[src/accel_pkg.sv]
// Constants shared by the accelerometer control logic
// Functional notes
// - With link set, activity is looked for only after inactivity was seen.
// - No automatic sleep while an activity flag is still uncleared.
// - Reduced power keeps sample-ready working; sleep is not for acquisition.
// - Sleep, autosleep and link set: inactivity drops to slow sleep rate.
// - Inactivity in link operation disarms inactivity and arms activity; in the first cycle after link is set it leaves only inactivity armed.
// - Activity while asleep restores programmed rate and raises activity flag.
// - Activity in link operation disarms activity and arms inactivity.
// - Rate code in bits 3:0; codes from 0x0A up are self-test ready.
// - Reduced-power bit must be zero for an accurate self-test.
// - Format bit 3 is full resolution; range code 3 is four g.
// - Format bit 7 applies self-test stimulus; clearing it removes it.
// - Outputs settle about four samples after self-test is switched on.
// - Fixed 10-bit mode scales counts with range; force stays constant.
// - At 3200 and 1600 Hz with half g or full resolution, LSB is zero.
// - Right aligned, the forced-zero bit is bit 0 of the low byte.
// - Left aligned, zero bit at 6, or 5, 4, 3 in full resolution.
// - Fast rates in fixed 10-bit at 1, 2, 4 g keep a live LSB.
package accel_pkg;
  // ------------------------------------------------------------
  // Register offsets
  // ------------------------------------------------------------
  localparam logic [7:0] ADDR_RATE = 8'h2C;
  localparam logic [7:0] ADDR_POWER = 8'h2D;
  localparam logic [7:0] ADDR_INT_SRC = 8'h30;
  localparam logic [7:0] ADDR_FORMAT = 8'h31;
  localparam logic [7:0] ADDR_DATA_FIRST = 8'h32;
  localparam logic [7:0] ADDR_DATA_LAST = 8'h37;
  // ------------------------------------------------------------
  // Field positions
  // ------------------------------------------------------------
  localparam int RATE_LOW_POWER_BIT = 4;
  localparam int PWR_LINK_BIT = 5;
  localparam int PWR_AUTOSLEEP_BIT = 4;
  localparam int PWR_MEASURE_BIT = 3;
  localparam int PWR_SLEEP_BIT = 2;
  localparam int FMT_SELFTEST_BIT = 7;
  localparam int FMT_FULL_RESOLUTION_BIT_BIT = 3;
  localparam int FMT_JUSTIFY_BIT = 2;
  localparam int INT_READY_BIT = 7;
  localparam int INT_ACT_BIT = 4;
  localparam int INT_INACT_BIT = 3;
  // ------------------------------------------------------------
  // Reset values and codes
  // ------------------------------------------------------------
  localparam logic [7:0] RATE_RESET = 8'h0A;
  localparam logic [7:0] POWER_RESET = 8'h00;
  localparam logic [7:0] FORMAT_RESET = 8'h00;
  localparam logic [3:0] RATE_SELFTEST_MIN = 4'hA;
  localparam logic [3:0] RATE_3200 = 4'hF;
  localparam logic [3:0] RATE_1600 = 4'hE;
  localparam logic [3:0] SLEEP_RATE = 4'h8;
  localparam logic [1:0] RANGE_HALF_G = 2'h0;
  localparam logic [1:0] RANGE_4G = 2'h3;
  localparam logic [2:0] SETTLE_SAMPLES = 3'h4;
endpackage

[src/fmt_if.sv]
// Carrier between control logic and the output word formatter
`timescale 1ns/100ps
interface fmt_if;
  logic signed [12:0] raw [3];
  logic raw_valid;
  logic justify;
  logic full_resolution_bit;
  logic [1:0] range_code;
  logic fast_rate;
  logic [15:0] word [3];
  logic word_valid;
  modport fmt (input raw, raw_valid, justify, full_resolution_bit, range_code, fast_rate,
    output word, word_valid);
  modport ctl (output raw, raw_valid, justify, full_resolution_bit, range_code, fast_rate,
    input word, word_valid);
endinterface

[src/accel_ctrl.sv]
// Power, link, self-test and data register control of the accelerometer
`timescale 1ns/100ps
module accel_ctrl
  import accel_pkg::*;
(
  input wire logic sys_clk_in,
  input wire logic rst_n_in,
  input wire logic [7:0] reg_addr_in,
  input wire logic reg_wr_in,
  input wire logic reg_rd_in,
  input wire logic [7:0] reg_wdata_in,
  output logic [7:0] reg_rdata_out,
  input wire logic signed [12:0] raw_x_in,
  input wire logic signed [12:0] raw_y_in,
  input wire logic signed [12:0] raw_z_in,
  input wire logic raw_valid_in,
  input wire logic activity_hit_in,
  input wire logic inactivity_hit_in,
  output logic [3:0] rate_code_out,
  output logic low_power_out,
  output logic measure_out,
  output logic asleep_out,
  output logic selftest_out,
  output logic selftest_ready_out,
  output logic selftest_settling_out,
  output logic activity_irq_out,
  output logic inactivity_irq_out,
  output logic data_ready_irq_out
);
  // ------------------------------------------------------------
  // Declarations
  // ------------------------------------------------------------
  typedef enum logic [1:0] {ARM_BOTH, ARM_INACT, ARM_ACT} arm_e;

  arm_e arm;
  logic [7:0] rate_reg;
  logic [7:0] power_reg;
  logic [7:0] format_reg;
  logic act_flag;
  logic inact_flag;
  logic ready_flag;
  logic asleep;
  logic [15:0] data_word [3];
  logic wr_rate;
  logic wr_power;
  logic wr_format;
  logic rd_src;
  logic rd_data;
  logic link_on;
  logic autosleep_on;
  logic measure_on;
  logic act_event;
  logic inact_event;
  logic ready_set;

  fmt_if fbus ();

  // ------------------------------------------------------------
  // Register decode
  // ------------------------------------------------------------
  function automatic logic hit(input logic [7:0] a, input logic [7:0] b);
    return a == b;
  endfunction

  assign wr_rate = reg_wr_in && hit(reg_addr_in, ADDR_RATE);
  assign wr_power = reg_wr_in && hit(reg_addr_in, ADDR_POWER);
  assign wr_format = reg_wr_in && hit(reg_addr_in, ADDR_FORMAT);
  assign rd_src = reg_rd_in && hit(reg_addr_in, ADDR_INT_SRC);
  assign rd_data = reg_rd_in && reg_addr_in >= ADDR_DATA_FIRST &&
    reg_addr_in <= ADDR_DATA_LAST;

  assign link_on = power_reg[PWR_LINK_BIT];
  assign autosleep_on = power_reg[PWR_AUTOSLEEP_BIT] && power_reg[PWR_SLEEP_BIT];
  assign measure_on = power_reg[PWR_MEASURE_BIT];

  // ------------------------------------------------------------
  // Writable registers
  // ------------------------------------------------------------
  always_ff @(posedge sys_clk_in) begin
    if (!rst_n_in) begin
      rate_reg <= RATE_RESET;
    end else if (wr_rate) begin
      rate_reg <= reg_wdata_in;
    end
  end

  always_ff @(posedge sys_clk_in) begin
    if (!rst_n_in) begin
      power_reg <= POWER_RESET;
    end else if (wr_power) begin
      power_reg <= reg_wdata_in;
    end
  end

  always_ff @(posedge sys_clk_in) begin
    if (!rst_n_in) begin
      format_reg <= FORMAT_RESET;
    end else if (wr_format) begin
      format_reg <= reg_wdata_in;
    end
  end

  // ------------------------------------------------------------
  // Activity and inactivity arming
  // ------------------------------------------------------------
  assign act_event = activity_hit_in && measure_on && (!link_on || arm == ARM_ACT);
  assign inact_event = inactivity_hit_in && measure_on && arm != ARM_ACT;

  always_ff @(posedge sys_clk_in) begin
    if (!rst_n_in) begin
      arm <= ARM_BOTH;
    end else if (!link_on) begin
      arm <= ARM_BOTH;
    end else begin
      unique case (arm)
        ARM_BOTH: begin
          arm <= ARM_INACT;
        end
        ARM_INACT: begin
          if (inact_event) begin
            arm <= ARM_ACT;
          end
        end
        ARM_ACT: begin
          if (act_event) begin
            arm <= ARM_INACT;
          end
        end
        default: begin
          arm <= ARM_BOTH;
        end
      endcase
    end
  end

  // ------------------------------------------------------------
  // Interrupt source flags
  // ------------------------------------------------------------
  always_ff @(posedge sys_clk_in) begin
    if (!rst_n_in) begin
      act_flag <= 1'b0;
    end else begin
      act_flag <= act_event || (act_flag && !rd_src);
    end
  end

  always_ff @(posedge sys_clk_in) begin
    if (!rst_n_in) begin
      inact_flag <= 1'b0;
    end else begin
      inact_flag <= inact_event || (inact_flag && !rd_src);
    end
  end

  assign ready_set = fbus.word_valid && !asleep;

  always_ff @(posedge sys_clk_in) begin
    if (!rst_n_in) begin
      ready_flag <= 1'b0;
    end else begin
      ready_flag <= ready_set || (ready_flag && !rd_data);
    end
  end

  // ------------------------------------------------------------
  // Automatic sleep
  // ------------------------------------------------------------
  always_ff @(posedge sys_clk_in) begin
    if (!rst_n_in) begin
      asleep <= 1'b0;
    end else if (!(autosleep_on && link_on)) begin
      asleep <= 1'b0;
    end else if (act_event) begin
      asleep <= 1'b0;
    end else if (inact_event && !act_flag) begin
      asleep <= 1'b1;
    end
  end

  always_ff @(posedge sys_clk_in) begin
    if (!rst_n_in) begin
      rate_code_out <= RATE_RESET[3:0];
    end else begin
      rate_code_out <= asleep ? SLEEP_RATE : rate_reg[3:0];
    end
  end

  always_ff @(posedge sys_clk_in) begin
    if (!rst_n_in) begin
      low_power_out <= 1'b0;
      measure_out <= 1'b0;
      asleep_out <= 1'b0;
    end else begin
      low_power_out <= rate_reg[RATE_LOW_POWER_BIT];
      measure_out <= measure_on;
      asleep_out <= asleep;
    end
  end

  // ------------------------------------------------------------
  // Self-test control
  // ------------------------------------------------------------
  always_ff @(posedge sys_clk_in) begin
    if (!rst_n_in) begin
      selftest_out <= 1'b0;
      selftest_ready_out <= 1'b0;
    end else begin
      selftest_out <= format_reg[FMT_SELFTEST_BIT];
      selftest_ready_out <= rate_reg[3:0] >= RATE_SELFTEST_MIN &&
        !rate_reg[RATE_LOW_POWER_BIT] &&
        format_reg[FMT_FULL_RESOLUTION_BIT_BIT] && format_reg[1:0] == RANGE_4G;
    end
  end

  selftest_settle u_settle (
    .sys_clk_in(sys_clk_in),
    .rst_n_in(rst_n_in),
    .selftest_in(selftest_out),
    .sample_in(raw_valid_in),
    .settling_out(selftest_settling_out)
  );

  // ------------------------------------------------------------
  // Output word formatting and data registers
  // ------------------------------------------------------------
  assign fbus.raw[0] = raw_x_in;
  assign fbus.raw[1] = raw_y_in;
  assign fbus.raw[2] = raw_z_in;
  assign fbus.raw_valid = raw_valid_in && measure_on && !asleep;
  assign fbus.justify = format_reg[FMT_JUSTIFY_BIT];
  assign fbus.full_resolution_bit = format_reg[FMT_FULL_RESOLUTION_BIT_BIT];
  assign fbus.range_code = format_reg[1:0];
  assign fbus.fast_rate = rate_code_out == RATE_3200 || rate_code_out == RATE_1600;

  sample_format u_format (
    .sys_clk_in(sys_clk_in),
    .rst_n_in(rst_n_in),
    .bus(fbus)
  );

  for (genvar g = 0; g < 3; g++) begin : g_data
    always_ff @(posedge sys_clk_in) begin
      if (!rst_n_in) begin
        data_word[g] <= 16'h0000;
      end else if (fbus.word_valid) begin
        data_word[g] <= fbus.word[g];
      end
    end
  end

  // ------------------------------------------------------------
  // Read port
  // ------------------------------------------------------------
  function automatic logic [7:0] data_byte(input logic [7:0] a,
    input logic [15:0] x, input logic [15:0] y, input logic [15:0] z);
    logic [2:0] idx;
    logic [15:0] w;
    idx = 3'(a - ADDR_DATA_FIRST);
    w = idx[2] ? z : (idx[1] ? y : x);
    return idx[0] ? w[15:8] : w[7:0];
  endfunction

  always_ff @(posedge sys_clk_in) begin
    if (!rst_n_in) begin
      reg_rdata_out <= 8'h00;
    end else if (reg_rd_in) begin
      if (hit(reg_addr_in, ADDR_RATE)) begin
        reg_rdata_out <= rate_reg;
      end else if (hit(reg_addr_in, ADDR_POWER)) begin
        reg_rdata_out <= power_reg;
      end else if (hit(reg_addr_in, ADDR_FORMAT)) begin
        reg_rdata_out <= format_reg;
      end else if (rd_src) begin
        reg_rdata_out <= 8'(({7'h00, ready_flag} << INT_READY_BIT) |
          ({7'h00, act_flag} << INT_ACT_BIT) | ({7'h00, inact_flag} << INT_INACT_BIT));
      end else if (rd_data) begin
        reg_rdata_out <= data_byte(reg_addr_in, data_word[0], data_word[1], data_word[2]);
      end else begin
        reg_rdata_out <= 8'h00;
      end
    end
  end

  assign activity_irq_out = act_flag;
  assign inactivity_irq_out = inact_flag;
  assign data_ready_irq_out = ready_flag;

  // ------------------------------------------------------------
  // Checks
  // ------------------------------------------------------------
  property p_link_inact;
    @(posedge sys_clk_in) disable iff (!rst_n_in)
    link_on && !wr_power && arm == ARM_INACT && inact_event |=> arm == ARM_ACT;
  endproperty
  a_link_inact: assert property (p_link_inact)
    else $error("Inactivity did not arm activity");

  property p_link_act;
    @(posedge sys_clk_in) disable iff (!rst_n_in)
    link_on && !wr_power && arm == ARM_ACT && act_event |=> arm == ARM_INACT;
  endproperty
  a_link_act: assert property (p_link_act)
    else $error("Activity did not arm inactivity");

  property p_link_no_act;
    @(posedge sys_clk_in) disable iff (!rst_n_in)
    link_on && arm != ARM_ACT && !act_flag |=> !activity_irq_out;
  endproperty
  a_link_no_act: assert property (p_link_no_act)
    else $error("Activity seen before inactivity in link mode");

  property p_src_clear;
    @(posedge sys_clk_in) disable iff (!rst_n_in)
    rd_src && !act_event && !inact_event |=> !activity_irq_out && !inactivity_irq_out;
  endproperty
  a_src_clear: assert property (p_src_clear)
    else $error("Source read did not clear flags");

  property p_no_sleep_pending;
    @(posedge sys_clk_in) disable iff (!rst_n_in)
    !asleep && act_flag |=> !asleep;
  endproperty
  a_no_sleep_pending: assert property (p_no_sleep_pending)
    else $error("Slept with activity pending");

  property p_sleep_entry;
    @(posedge sys_clk_in) disable iff (!rst_n_in)
    autosleep_on && link_on && !wr_power && inact_event && !act_flag && !act_event
      |=> asleep ##1 rate_code_out == SLEEP_RATE;
  endproperty
  a_sleep_entry: assert property (p_sleep_entry)
    else $error("Inactivity did not enter sleep");

  property p_wake;
    @(posedge sys_clk_in) disable iff (!rst_n_in)
    asleep && act_event && !reg_wr_in
      |=> !asleep && activity_irq_out ##1 rate_code_out == $past(rate_reg[3:0]);
  endproperty
  a_wake: assert property (p_wake)
    else $error("Activity did not wake and restore rate");

  property p_ready_flow;
    @(posedge sys_clk_in) disable iff (!rst_n_in)
    fbus.word_valid && !asleep |=> data_ready_irq_out;
  endproperty
  a_ready_flow: assert property (p_ready_flow)
    else $error("Sample ready lost while awake");

  property p_selftest_apply;
    @(posedge sys_clk_in) disable iff (!rst_n_in)
    wr_format |=> ##1 selftest_out == $past(reg_wdata_in[FMT_SELFTEST_BIT], 2);
  endproperty
  a_selftest_apply: assert property (p_selftest_apply)
    else $error("Self-test stimulus does not follow format bit");
endmodule

[src/sample_format.sv]
// Output word scaling, alignment and fast-rate LSB forcing
`timescale 1ns/100ps
module sample_format
  import accel_pkg::*;
(
  input wire logic sys_clk_in,
  input wire logic rst_n_in,
  fmt_if.fmt bus
);
  // ------------------------------------------------------------
  // Word shaping
  // ------------------------------------------------------------
  function automatic logic [15:0] shape_word(input logic signed [12:0] v,
    input logic just, input logic fr, input logic [1:0] rng, input logic fast);
    logic signed [12:0] s;
    logic [15:0] w;
    s = fr ? v : (v >>> rng);
    if (fast && (fr || rng == RANGE_HALF_G)) begin
      s[0] = 1'b0;
    end
    w = {{3{s[12]}}, s};
    if (just) begin
      w = w << (4'h6 - (fr ? {2'h0, rng} : 4'h0));
    end
    return w;
  endfunction

  for (genvar g = 0; g < 3; g++) begin : g_axis
    always_ff @(posedge sys_clk_in) begin
      if (!rst_n_in) begin
        bus.word[g] <= 16'h0000;
      end else if (bus.raw_valid) begin
        bus.word[g] <= shape_word(bus.raw[g], bus.justify, bus.full_resolution_bit,
          bus.range_code, bus.fast_rate);
      end
    end
  end

  always_ff @(posedge sys_clk_in) begin
    if (!rst_n_in) begin
      bus.word_valid <= 1'b0;
    end else begin
      bus.word_valid <= bus.raw_valid;
    end
  end

  // ------------------------------------------------------------
  // Checks
  // ------------------------------------------------------------
  property p_right_lsb_zero;
    @(posedge sys_clk_in) disable iff (!rst_n_in)
    bus.raw_valid && bus.fast_rate && !bus.justify &&
    (bus.full_resolution_bit || bus.range_code == RANGE_HALF_G) |=> bus.word[0][0] == 1'b0;
  endproperty
  a_right_lsb_zero: assert property (p_right_lsb_zero)
    else $error("Right aligned fast-rate LSB not zero");

  property p_left_4g_lsb_zero;
    @(posedge sys_clk_in) disable iff (!rst_n_in)
    bus.raw_valid && bus.fast_rate && bus.justify && bus.full_resolution_bit &&
    bus.range_code == RANGE_4G |=> bus.word[1][3] == 1'b0;
  endproperty
  a_left_4g_lsb_zero: assert property (p_left_4g_lsb_zero)
    else $error("Left aligned four g LSB not zero");
endmodule

[src/selftest_settle.sv]
// Counts samples while self-test output settles
`timescale 1ns/100ps
module selftest_settle
  import accel_pkg::*;
(
  input wire logic sys_clk_in,
  input wire logic rst_n_in,
  input wire logic selftest_in,
  input wire logic sample_in,
  output logic settling_out
);
  logic [2:0] count;
  logic [2:0] next_count;
  logic selftest_prev;

  always_comb begin
    next_count = count;
    if (!selftest_in) begin
      next_count = 3'h0;
    end else if (!selftest_prev) begin
      next_count = SETTLE_SAMPLES;
    end else if (sample_in && count != 3'h0) begin
      next_count = count - 3'h1;
    end
  end

  always_ff @(posedge sys_clk_in) begin
    if (!rst_n_in) begin
      count <= 3'h0;
      selftest_prev <= 1'b0;
      settling_out <= 1'b0;
    end else begin
      count <= next_count;
      selftest_prev <= selftest_in;
      settling_out <= next_count != 3'h0;
    end
  end

  property p_settle_start;
    @(posedge sys_clk_in) disable iff (!rst_n_in)
    selftest_in && !selftest_prev |=> settling_out && count == SETTLE_SAMPLES;
  endproperty
  a_settle_start: assert property (p_settle_start)
    else $error("Settling not flagged after self-test start");
endmodule

[config.mk]
export PLATFORM = sky130hd
export DESIGN_NAME = accel_ctrl
export DESIGN_NICKNAME = d
export VERILOG_FILES = /design/src/accel_pkg.sv /design/src/fmt_if.sv /design/src/accel_ctrl.sv /design/src/sample_format.sv /design/src/selftest_settle.sv
export SDC_FILE = /design/constraint.sdc
export NUM_CORES = 1
export LEC_CHECK = 0
export ABC_AREA = 0
export BUFFER_PORTS_ARGS = -buffer_cell sky130_fd_sc_hd__buf_2
export CORE_MARGIN = 2
export CORE_UTILIZATION = 45
export DETAILED_ROUTE_END_ITERATION = 12
export RECOVER_POWER = 50
export SYNTH_ARGS = -nofsm -noshare
export SYNTH_HDL_FRONTEND = slang
export SYNTH_HIERARCHICAL = 1
export SYNTH_SLANG_ARGS = --single-unit
[constraint.sdc]
create_clock -name sys_clk_in -period 3.5 [get_ports sys_clk_in]
set_clock_uncertainty 0.15 [all_clocks]
set_input_delay 0 -clock sys_clk_in [delete_from_list [all_inputs] [get_ports sys_clk_in]]
set_output_delay 0 -clock sys_clk_in [all_outputs]
set_load 0.1 [all_outputs]
==> impl_metrics.env, run 1 <==
export IMPL_outcome="finished, final reports clean"
export IMPL_dpl_hpwl_um=23220
export IMPL_crit_cells=10
export IMPL_post_cts_buffers=0
export IMPL_crit_buf_inv=5
export IMPL_routed_wl_um=33530
export IMPL_num_antenna_cells=0
export IMPL_hold_path_class="input port to register"
export IMPL_dieHeight_um=150.4
export IMPL_slew_violations=0
export IMPL_hold_depth=3
export IMPL_cts_resized=0
export IMPL_layout_cells_non_filler=1492
export IMPL_cts_root_buf="clkbuf_16"
export IMPL_track_usage_pct=29.74
export IMPL_synth_edf_count=48
export IMPL_post_route_period_util_pct=85.60
export IMPL_ys_ff_latch=149
export IMPL_viasPerCell=6.324
export IMPL_wl_per_cell_um=22.47
export IMPL_cts_tree="built"
export IMPL_overflow=0
export IMPL_synth_main_ff_cell="dfxtp_1"
export IMPL_core_um2=21020
export IMPL_nNetsFinal=1269
export IMPL_die_area_um2=22630
export IMPL_worstPathMaxFanout=11
export IMPL_drcViolationCount=0
export IMPL_syn_to_final_growth_pct=14.24
export IMPL_pin_count=83
export IMPL_cts_made_buffers=17
export IMPL_cpMostUsedCell="dlygate4sd3_1"
export IMPL_place_ws_ps=717.1
export IMPL_maxSlewHeadroom_pct=19.84
export IMPL_tightest_slew_ps=1208
export IMPL_grt_pass1_wl_um=51290
export IMPL_avgSynthCellArea_um2=8.478
export IMPL_place_inst=1422
export IMPL_clock_sinks=149
export IMPL_placementRows=53
export IMPL_synth_nets=1203
export IMPL_yosysWarnings=6
export IMPL_drtPass1Iterations=5
export IMPL_antenna_left=0
export IMPL_worstPathCellList="dlygate4sd3_1 > buf_2 > or3b_1 > nor2_2 > buf_4 > nand3_4 > mux2i_1 > dlygate4sd3_1 > nand2_1 > dlygate4sd3_1"
export IMPL_synth_area_leaders="dfxtp_1 21%, edfxtp_1 15%, mux2i_1 5.3%"
export IMPL_reg_top3="data_word x48, u_format/bus.word x48"
export IMPL_leakagePower_uw=0.004220
export IMPL_grt_max_degree=121
export IMPL_critical_path_max_stage_delay_ps=620
export IMPL_grt_pass1_vias=8866
export IMPL_num_vias=9435
export IMPL_critical_path_top_delay_family="buffers and inverters"
export IMPL_hold_viol=0
export IMPL_setup_viol=0
export IMPL_ys_seq_area_share_pct=35.90
export IMPL_final_layout_size_suffix_gt1_share_pct=13.72
export IMPL_placement_io_buffers=82
export IMPL_drtIter0Drc=873
export IMPL_clockBufferDepth=2
export IMPL_crit_required_ps=3650
export IMPL_synth_cell_types=85
export IMPL_peakVddDrop_mv=0.2895
export IMPL_die_w_um=150.4
export IMPL_yosys_area_top_type="dfxtp_1"
export IMPL_clk_pin_slew_worst_paths_ps=70
export IMPL_antenna_found_initial=0
export IMPL_cpMaxStageDelayCell="dlygate4sd3_1"
export IMPL_power_total_uw=3924
export IMPL_maxCapViolations=0
export IMPL_htreeDepth=4
export IMPL_gp_congestion=0.9510
export IMPL_yosys_area_top_type_share_pct=20.96
export IMPL_async_flop_share_pct=0
export IMPL_reg2reg_depth=7
export IMPL_layout_setup_ws_ps=503.9
export IMPL_startpoint_type="input port"
export IMPL_fin_crit_ps=2996
export IMPL_path_class="input port to register"
export IMPL_fmax_ghz=0.3338
export IMPL_synthCells=1138
export IMPL_insertion_delay_ps=430
export IMPL_hold_ws_ps=18.91
export IMPL_p_per_area_nw_per_um2=356.1
export IMPL_arrival_ps=3150
export IMPL_rsz0062_at_grt="false"
export IMPL_syn_cell_area_um2=9648
export IMPL_fin_setup_tns_ps=0
export IMPL_initial_core_util_pct=45.90
export IMPL_n_fill_cell=2017
export IMPL_end_kind="register"
[synth_stat cells, drive strengths merged, types with 13 or more instances]
master and number:
nand2 103, dfxtp 101, a21oi 91, nor2 89
o21ai 80, and3 57, clkbuf 54, mux2i 52
nand3 51, edfxtp 48, buf 47, inv 31
nand2b 29, o211ai 22, a31oi 20, o221ai 15
a211oi 14, o22ai 14, and2 13, mux4 13
[path summary, 6_finish.rpt]
path	slack [ps]	start	endpoint
worst max-delay path	500	reg_addr_in[7]	rate_reg[3]$_SDFFE_PN1P_
worst min-delay path	20	raw_y_in[2]	u_format/bus.word[18]$_SDFFE_PN0P_
worst max register to register	620	format_reg[0]$_SDFFE_PN0P_	u_format/bus.word[7]$_SDFFE_PN0P_
worst min register to register	310	format_reg[5]$_SDFFE_PN0P_	format_reg[5]$_SDFFE_PN0P_
[cell usage in the layout, fill, tap and decap left out, types with 48 or more instances in the layout]
master	instances
nand2_1	103
dfxtp_1	98
a21oi_1	91
nor2_1	86
o21ai_0	80
buf_2	60
and3_1	57
mux2i_1	51
nand3_1	50
edfxtp_1	48
[routing by layer]
metal	vias to the layer above	routed length, um	track usage (%)
li1	4405	-	-
met1	4580	14260	37.75
met2	364	16110	49.82
met3	86	1567	3.697
met4	0	1581	15.00
met5	-	0	0
[power breakdown]
group | total [uW] | switching (uW) | internal [uW]
clock network | 1700 | 777 | 927
logic | 408 | 259 | 149
registers | 1810 | 11.1 | 1800
[final cells by class]
class / count / area, um2 / area share (%)
tap: 275 / 344.1 / 3.122
clock buffer: 19 / 437.9 / 3.973
multi-input combinational: 855 / 5555 / 50.40
timing repair buffer: 148 / 993.5 / 9.014
clock inverter: 13 / 97.59 / 0.8855
sequential: 149 / 3470 / 31.48
inverter: 33 / 123.9 / 1.124
[worst register-to-register path, stage by stage, from the launching register on]
cell      delay, ps
dfxtp_4         360
buf_12          400
mux4_2          660
and2_1          180
a21oi_1         400
o21ai_0         350
nand3_1         170
o211ai_1         90
[cells by family (layout without fill, tap and decap cells)]
family,Yosys count,after routing,synth area share [%]
AO/OA/AOI/OAI,371,371,25.60
XOR/XNOR,1,1,0.09080
flip-flops,149,149,35.90
buffers and inverters,134,213,6.653
AND/OR/NAND/NOR,406,406,21.64
multiplexers,74,74,9.726
adder cells (fa/ha/maj),3,3,0.3891
[per-stage QoR]
stage / area (um2) / util (%)
after floorplan: 9648 / -
after global placement: 10140 / 48.23
after detailed placement: 10140 / 48.23
after CTS: 11050 / 52.59
after global routing: 11020 / 52.43
final: 11020 / 52.43
[timing repair]
action / in CTS / in global routing
endpoints found under the hold margin: 64 / 0
hold buffers: 38 / 0
setup endpoints to repair: 0 / 0
(Power assumes the default switching activity.)
==> inputs of run 2 (changes only) <==
--- a/config.mk
+++ b/config.mk
@@ -6,10 +6,10 @@
 export NUM_CORES = 1
 export LEC_CHECK = 0
 export ABC_AREA = 0
-export BUFFER_PORTS_ARGS = -buffer_cell sky130_fd_sc_hd__buf_2
 export CORE_MARGIN = 2
 export CORE_UTILIZATION = 45
 export DETAILED_ROUTE_END_ITERATION = 12
+export DONT_BUFFER_PORTS = 1
 export RECOVER_POWER = 50
 export SYNTH_ARGS = -nofsm -noshare
 export SYNTH_HDL_FRONTEND = slang
==> run 2 against run 1 <==
The run now ends with max-capacitance violations, max-slew violations left. Critical endpoint is now u_format/bus.word[37]$_SDFFE_PN0P_. Combinational power fell by 12%. Non-clock buffer count fell by 27. Worst hold slack improved by 0.99 ps. Sequential power barely moved. Die area did not move. Largest cell class unchanged. Count of clock-buffer cells in the layout fell by 1. Cell area rose by 1.7%. Critical path depth fell by 1. First-iteration DRC count fell by 2.7%. Register-to-register slack got worse by 390 ps. Largest power group unchanged. Fmax fell by 8.4%. Setup slack got worse by 270 ps. Critical path type is now register to register. Highest routed layer is now met5.
==> impl_metrics.env, run 2 (synthesized netlist as in run 1, its figures left out) <==
export IMPL_core_um2=21020
export IMPL_post_route_period_util_pct=93.46
export IMPL_startpoint_type="register"
export IMPL_arrival_ps=3490
export IMPL_gp_congestion=0.9460
export IMPL_drtIter0Drc=849
export IMPL_crit_required_ps=3720
export IMPL_outcome="complete, but fails checks"
export IMPL_hold_depth=6
export IMPL_fin_crit_ps=3271
export IMPL_drcViolationCount=0
export IMPL_tightest_slew_ps=1595
export IMPL_r2r_slack_ps=230
export IMPL_hold_start="raw_z_in[7]"
export IMPL_routed_wl_um=33330
export IMPL_pin_count=83
export IMPL_num_vias=9374
export IMPL_overflow=0
export IMPL_grt_pass1_vias=8910
export IMPL_cts_root_buf="clkbuf_16"
export IMPL_dieHeight_um=150.4
export IMPL_cts_made_buffers=17
export IMPL_track_usage_pct=29.89
export IMPL_n_fill_cell=1963
export IMPL_hold_path_endpoint="u_format/bus.word[7]$_SDFFE_PN0P_"
export IMPL_final_cell_mix="103 x nand2_1, 98 x dfxtp_1, 91 x a21oi_1, 90 x dlygate4sd3_1, 87 x nor2_1"
export IMPL_setup_viol=0
export IMPL_syn_to_final_growth_pct=16.17
export IMPL_p_per_area_nw_per_um2=356.1
export IMPL_maxCapViolations=1
export IMPL_initial_core_util_pct=45.90
export IMPL_layout_cells_non_filler=1465
export IMPL_ff_latch_area_um2=3470
export IMPL_fmax_ghz=0.3057
export IMPL_placement_io_buffers=0
export IMPL_end_kind="register"
export IMPL_num_antenna_cells=0
export IMPL_antenna_left=0
export IMPL_place_ws_ps=703.5
export IMPL_dpl_hpwl_um=22140
export IMPL_insertion_delay_ps=430
export IMPL_multi_input_area_um2=5548
export IMPL_post_cts_buffers=0
export IMPL_placementRows=53
export IMPL_fin_util_pct=53.32
export IMPL_nNetsFinal=1242
export IMPL_final_layout_size_suffix_gt1_share_pct=8.571
export IMPL_clk_pin_slew_worst_paths_ps=70
export IMPL_place_inst=1342
export IMPL_reg2reg_depth=9
export IMPL_grt_pass1_wl_um=51480
export IMPL_path_class="register to register"
export IMPL_die_w_um=150.4
export IMPL_rsz0062_at_grt="false"
export IMPL_slew_violations=51
export IMPL_die_area_um2=22630
export IMPL_cts_tree="built"
export IMPL_reg_top3="data_word x48, u_format/bus.word x48"
export IMPL_r2r_end="u_format/bus.word[37]$_SDFFE_PN0P_"
export IMPL_hold_path_class="input port to register"
export IMPL_clockBufferDepth=2
export IMPL_drtPass1Iterations=6
export IMPL_wl_per_cell_um=22.75
export IMPL_violations="max-capacitance violations, max-slew violations"
export IMPL_fin_setup_tns_ps=0
export IMPL_layout_setup_ws_ps=228.9
export IMPL_layout_cells_most_common="nand2_1"
export IMPL_htreeDepth=4
export IMPL_hold_viol=0
export IMPL_viasPerCell=6.399
export IMPL_leakagePower_uw=0.004200
export IMPL_antenna_found_initial=1
export IMPL_peakVddDrop_mv=0.3173
export IMPL_grt_max_degree=121
export IMPL_maxSlewHeadroom_pct=-6.351
export IMPL_clock_sinks=149
export IMPL_r2r_start="format_reg[0]$_SDFFE_PN0P_"
export IMPL_worstPathMaxFanout=26
==> run 2: changes by cell type in the layout (fill, tap and decap cells not counted), moves of 2 or more <==
cell           previous run  this run
clkbuf_2                  3         0
inv_8                     1         5
clkinv_2                  2         0
buf_2                    60         0
clkinvlp_4                3         1
dlygate4sd3_1            38        90
clkbuf_1                 22         6
==> run 2: how the worst max path moves through the flow <==
| stage | from | endpoint | slack [ps] | depth (start not counted) |
|---|---|---|---|---|
| final | format_reg[0]$_SDFFE_PN0P_ | u_format/bus.word[37]$_SDFFE_PN0P_ | 230 | 9 |
| after global routing | format_reg[0]$_SDFFE_PN0P_ | u_format/bus.word[37]$_SDFFE_PN0P_ | 30 | 9 |
| after CTS | format_reg[0]$_SDFFE_PN0P_ | u_format/bus.word[37]$_SDFFE_PN0P_ | 310 | 9 |
| after detailed placement | format_reg[3]$_SDFFE_PN0P_ | u_format/bus.word[2]$_SDFFE_PN0P_ | 700 | 8 |
| after global placement | format_reg[3]$_SDFFE_PN0P_ | u_format/bus.word[2]$_SDFFE_PN0P_ | 730 | 8 |
| after floorplan | format_reg[3]$_SDFFE_PN0P_ | u_format/bus.word[13]$_SDFFE_PN0P_ | 400 | 12 |
==> run 2: through the flow <==
stage / area, um2 / total power, uW / hold WS, ps
after floorplan: 9648 / 2077 / -24.89
after global placement: 9731 / 2101 / -55.92
after detailed placement: 9731 / 2100 / -50.54
after CTS: 11240 / 4011 / 1.490
after global routing: 11210 / 4109 / 19.98
final: 11210 / 3991 / 19.90
==> run 2: report_power, final <==
| group | internal [uW] | total, uW | switching (uW) | leakage, uW |
|---|---|---|---|---|
| clock | 985 | 1810 | 826 | 0.000287 |
| combinational | 153 | 358 | 205 | 0.00260 |
| sequential | 1800 | 1820 | 21.1 | 0.00131 |
| total | 2940 | 3990 | 1050 | 0.00420 |
==> run 2: area by class of cell <==
cell class | instances | share of cell area [%]
inverters | 33 | 1.105
repair buffers | 121 | 10.20
clock buffers | 18 | 4.019
clock inverters | 14 | 1.150
well taps | 275 | 3.070
multi-input cells | 855 | 49.50
flip-flops and latches | 149 | 30.96
==> run 2: critical path, cell delays in order (launching register included) <==
cell and delay (ps):
dfxtp_4 350, nand2_1 90, clkinv_1 60, buf_4 170
ha_2 650, inv_2 270, nor2_1 450, o2bb2a_1 280
a31oi_1 170, dlygate4sd3_1 560
==> run 2: repair_timing <==
item	CTS	global route
resized for setup	0	0
hold endpoints to repair	146	0
hold buffers	91	0
==> run 2: layer usage <==
metal	track usage, %	wire length (um)	vias to the layer above
li1	-	-	4358
met1	37.44	13290	4444
met4	16.27	1675	2
met5	0	9	-
met2	49.02	15870	466
met3	5.091	2489	104
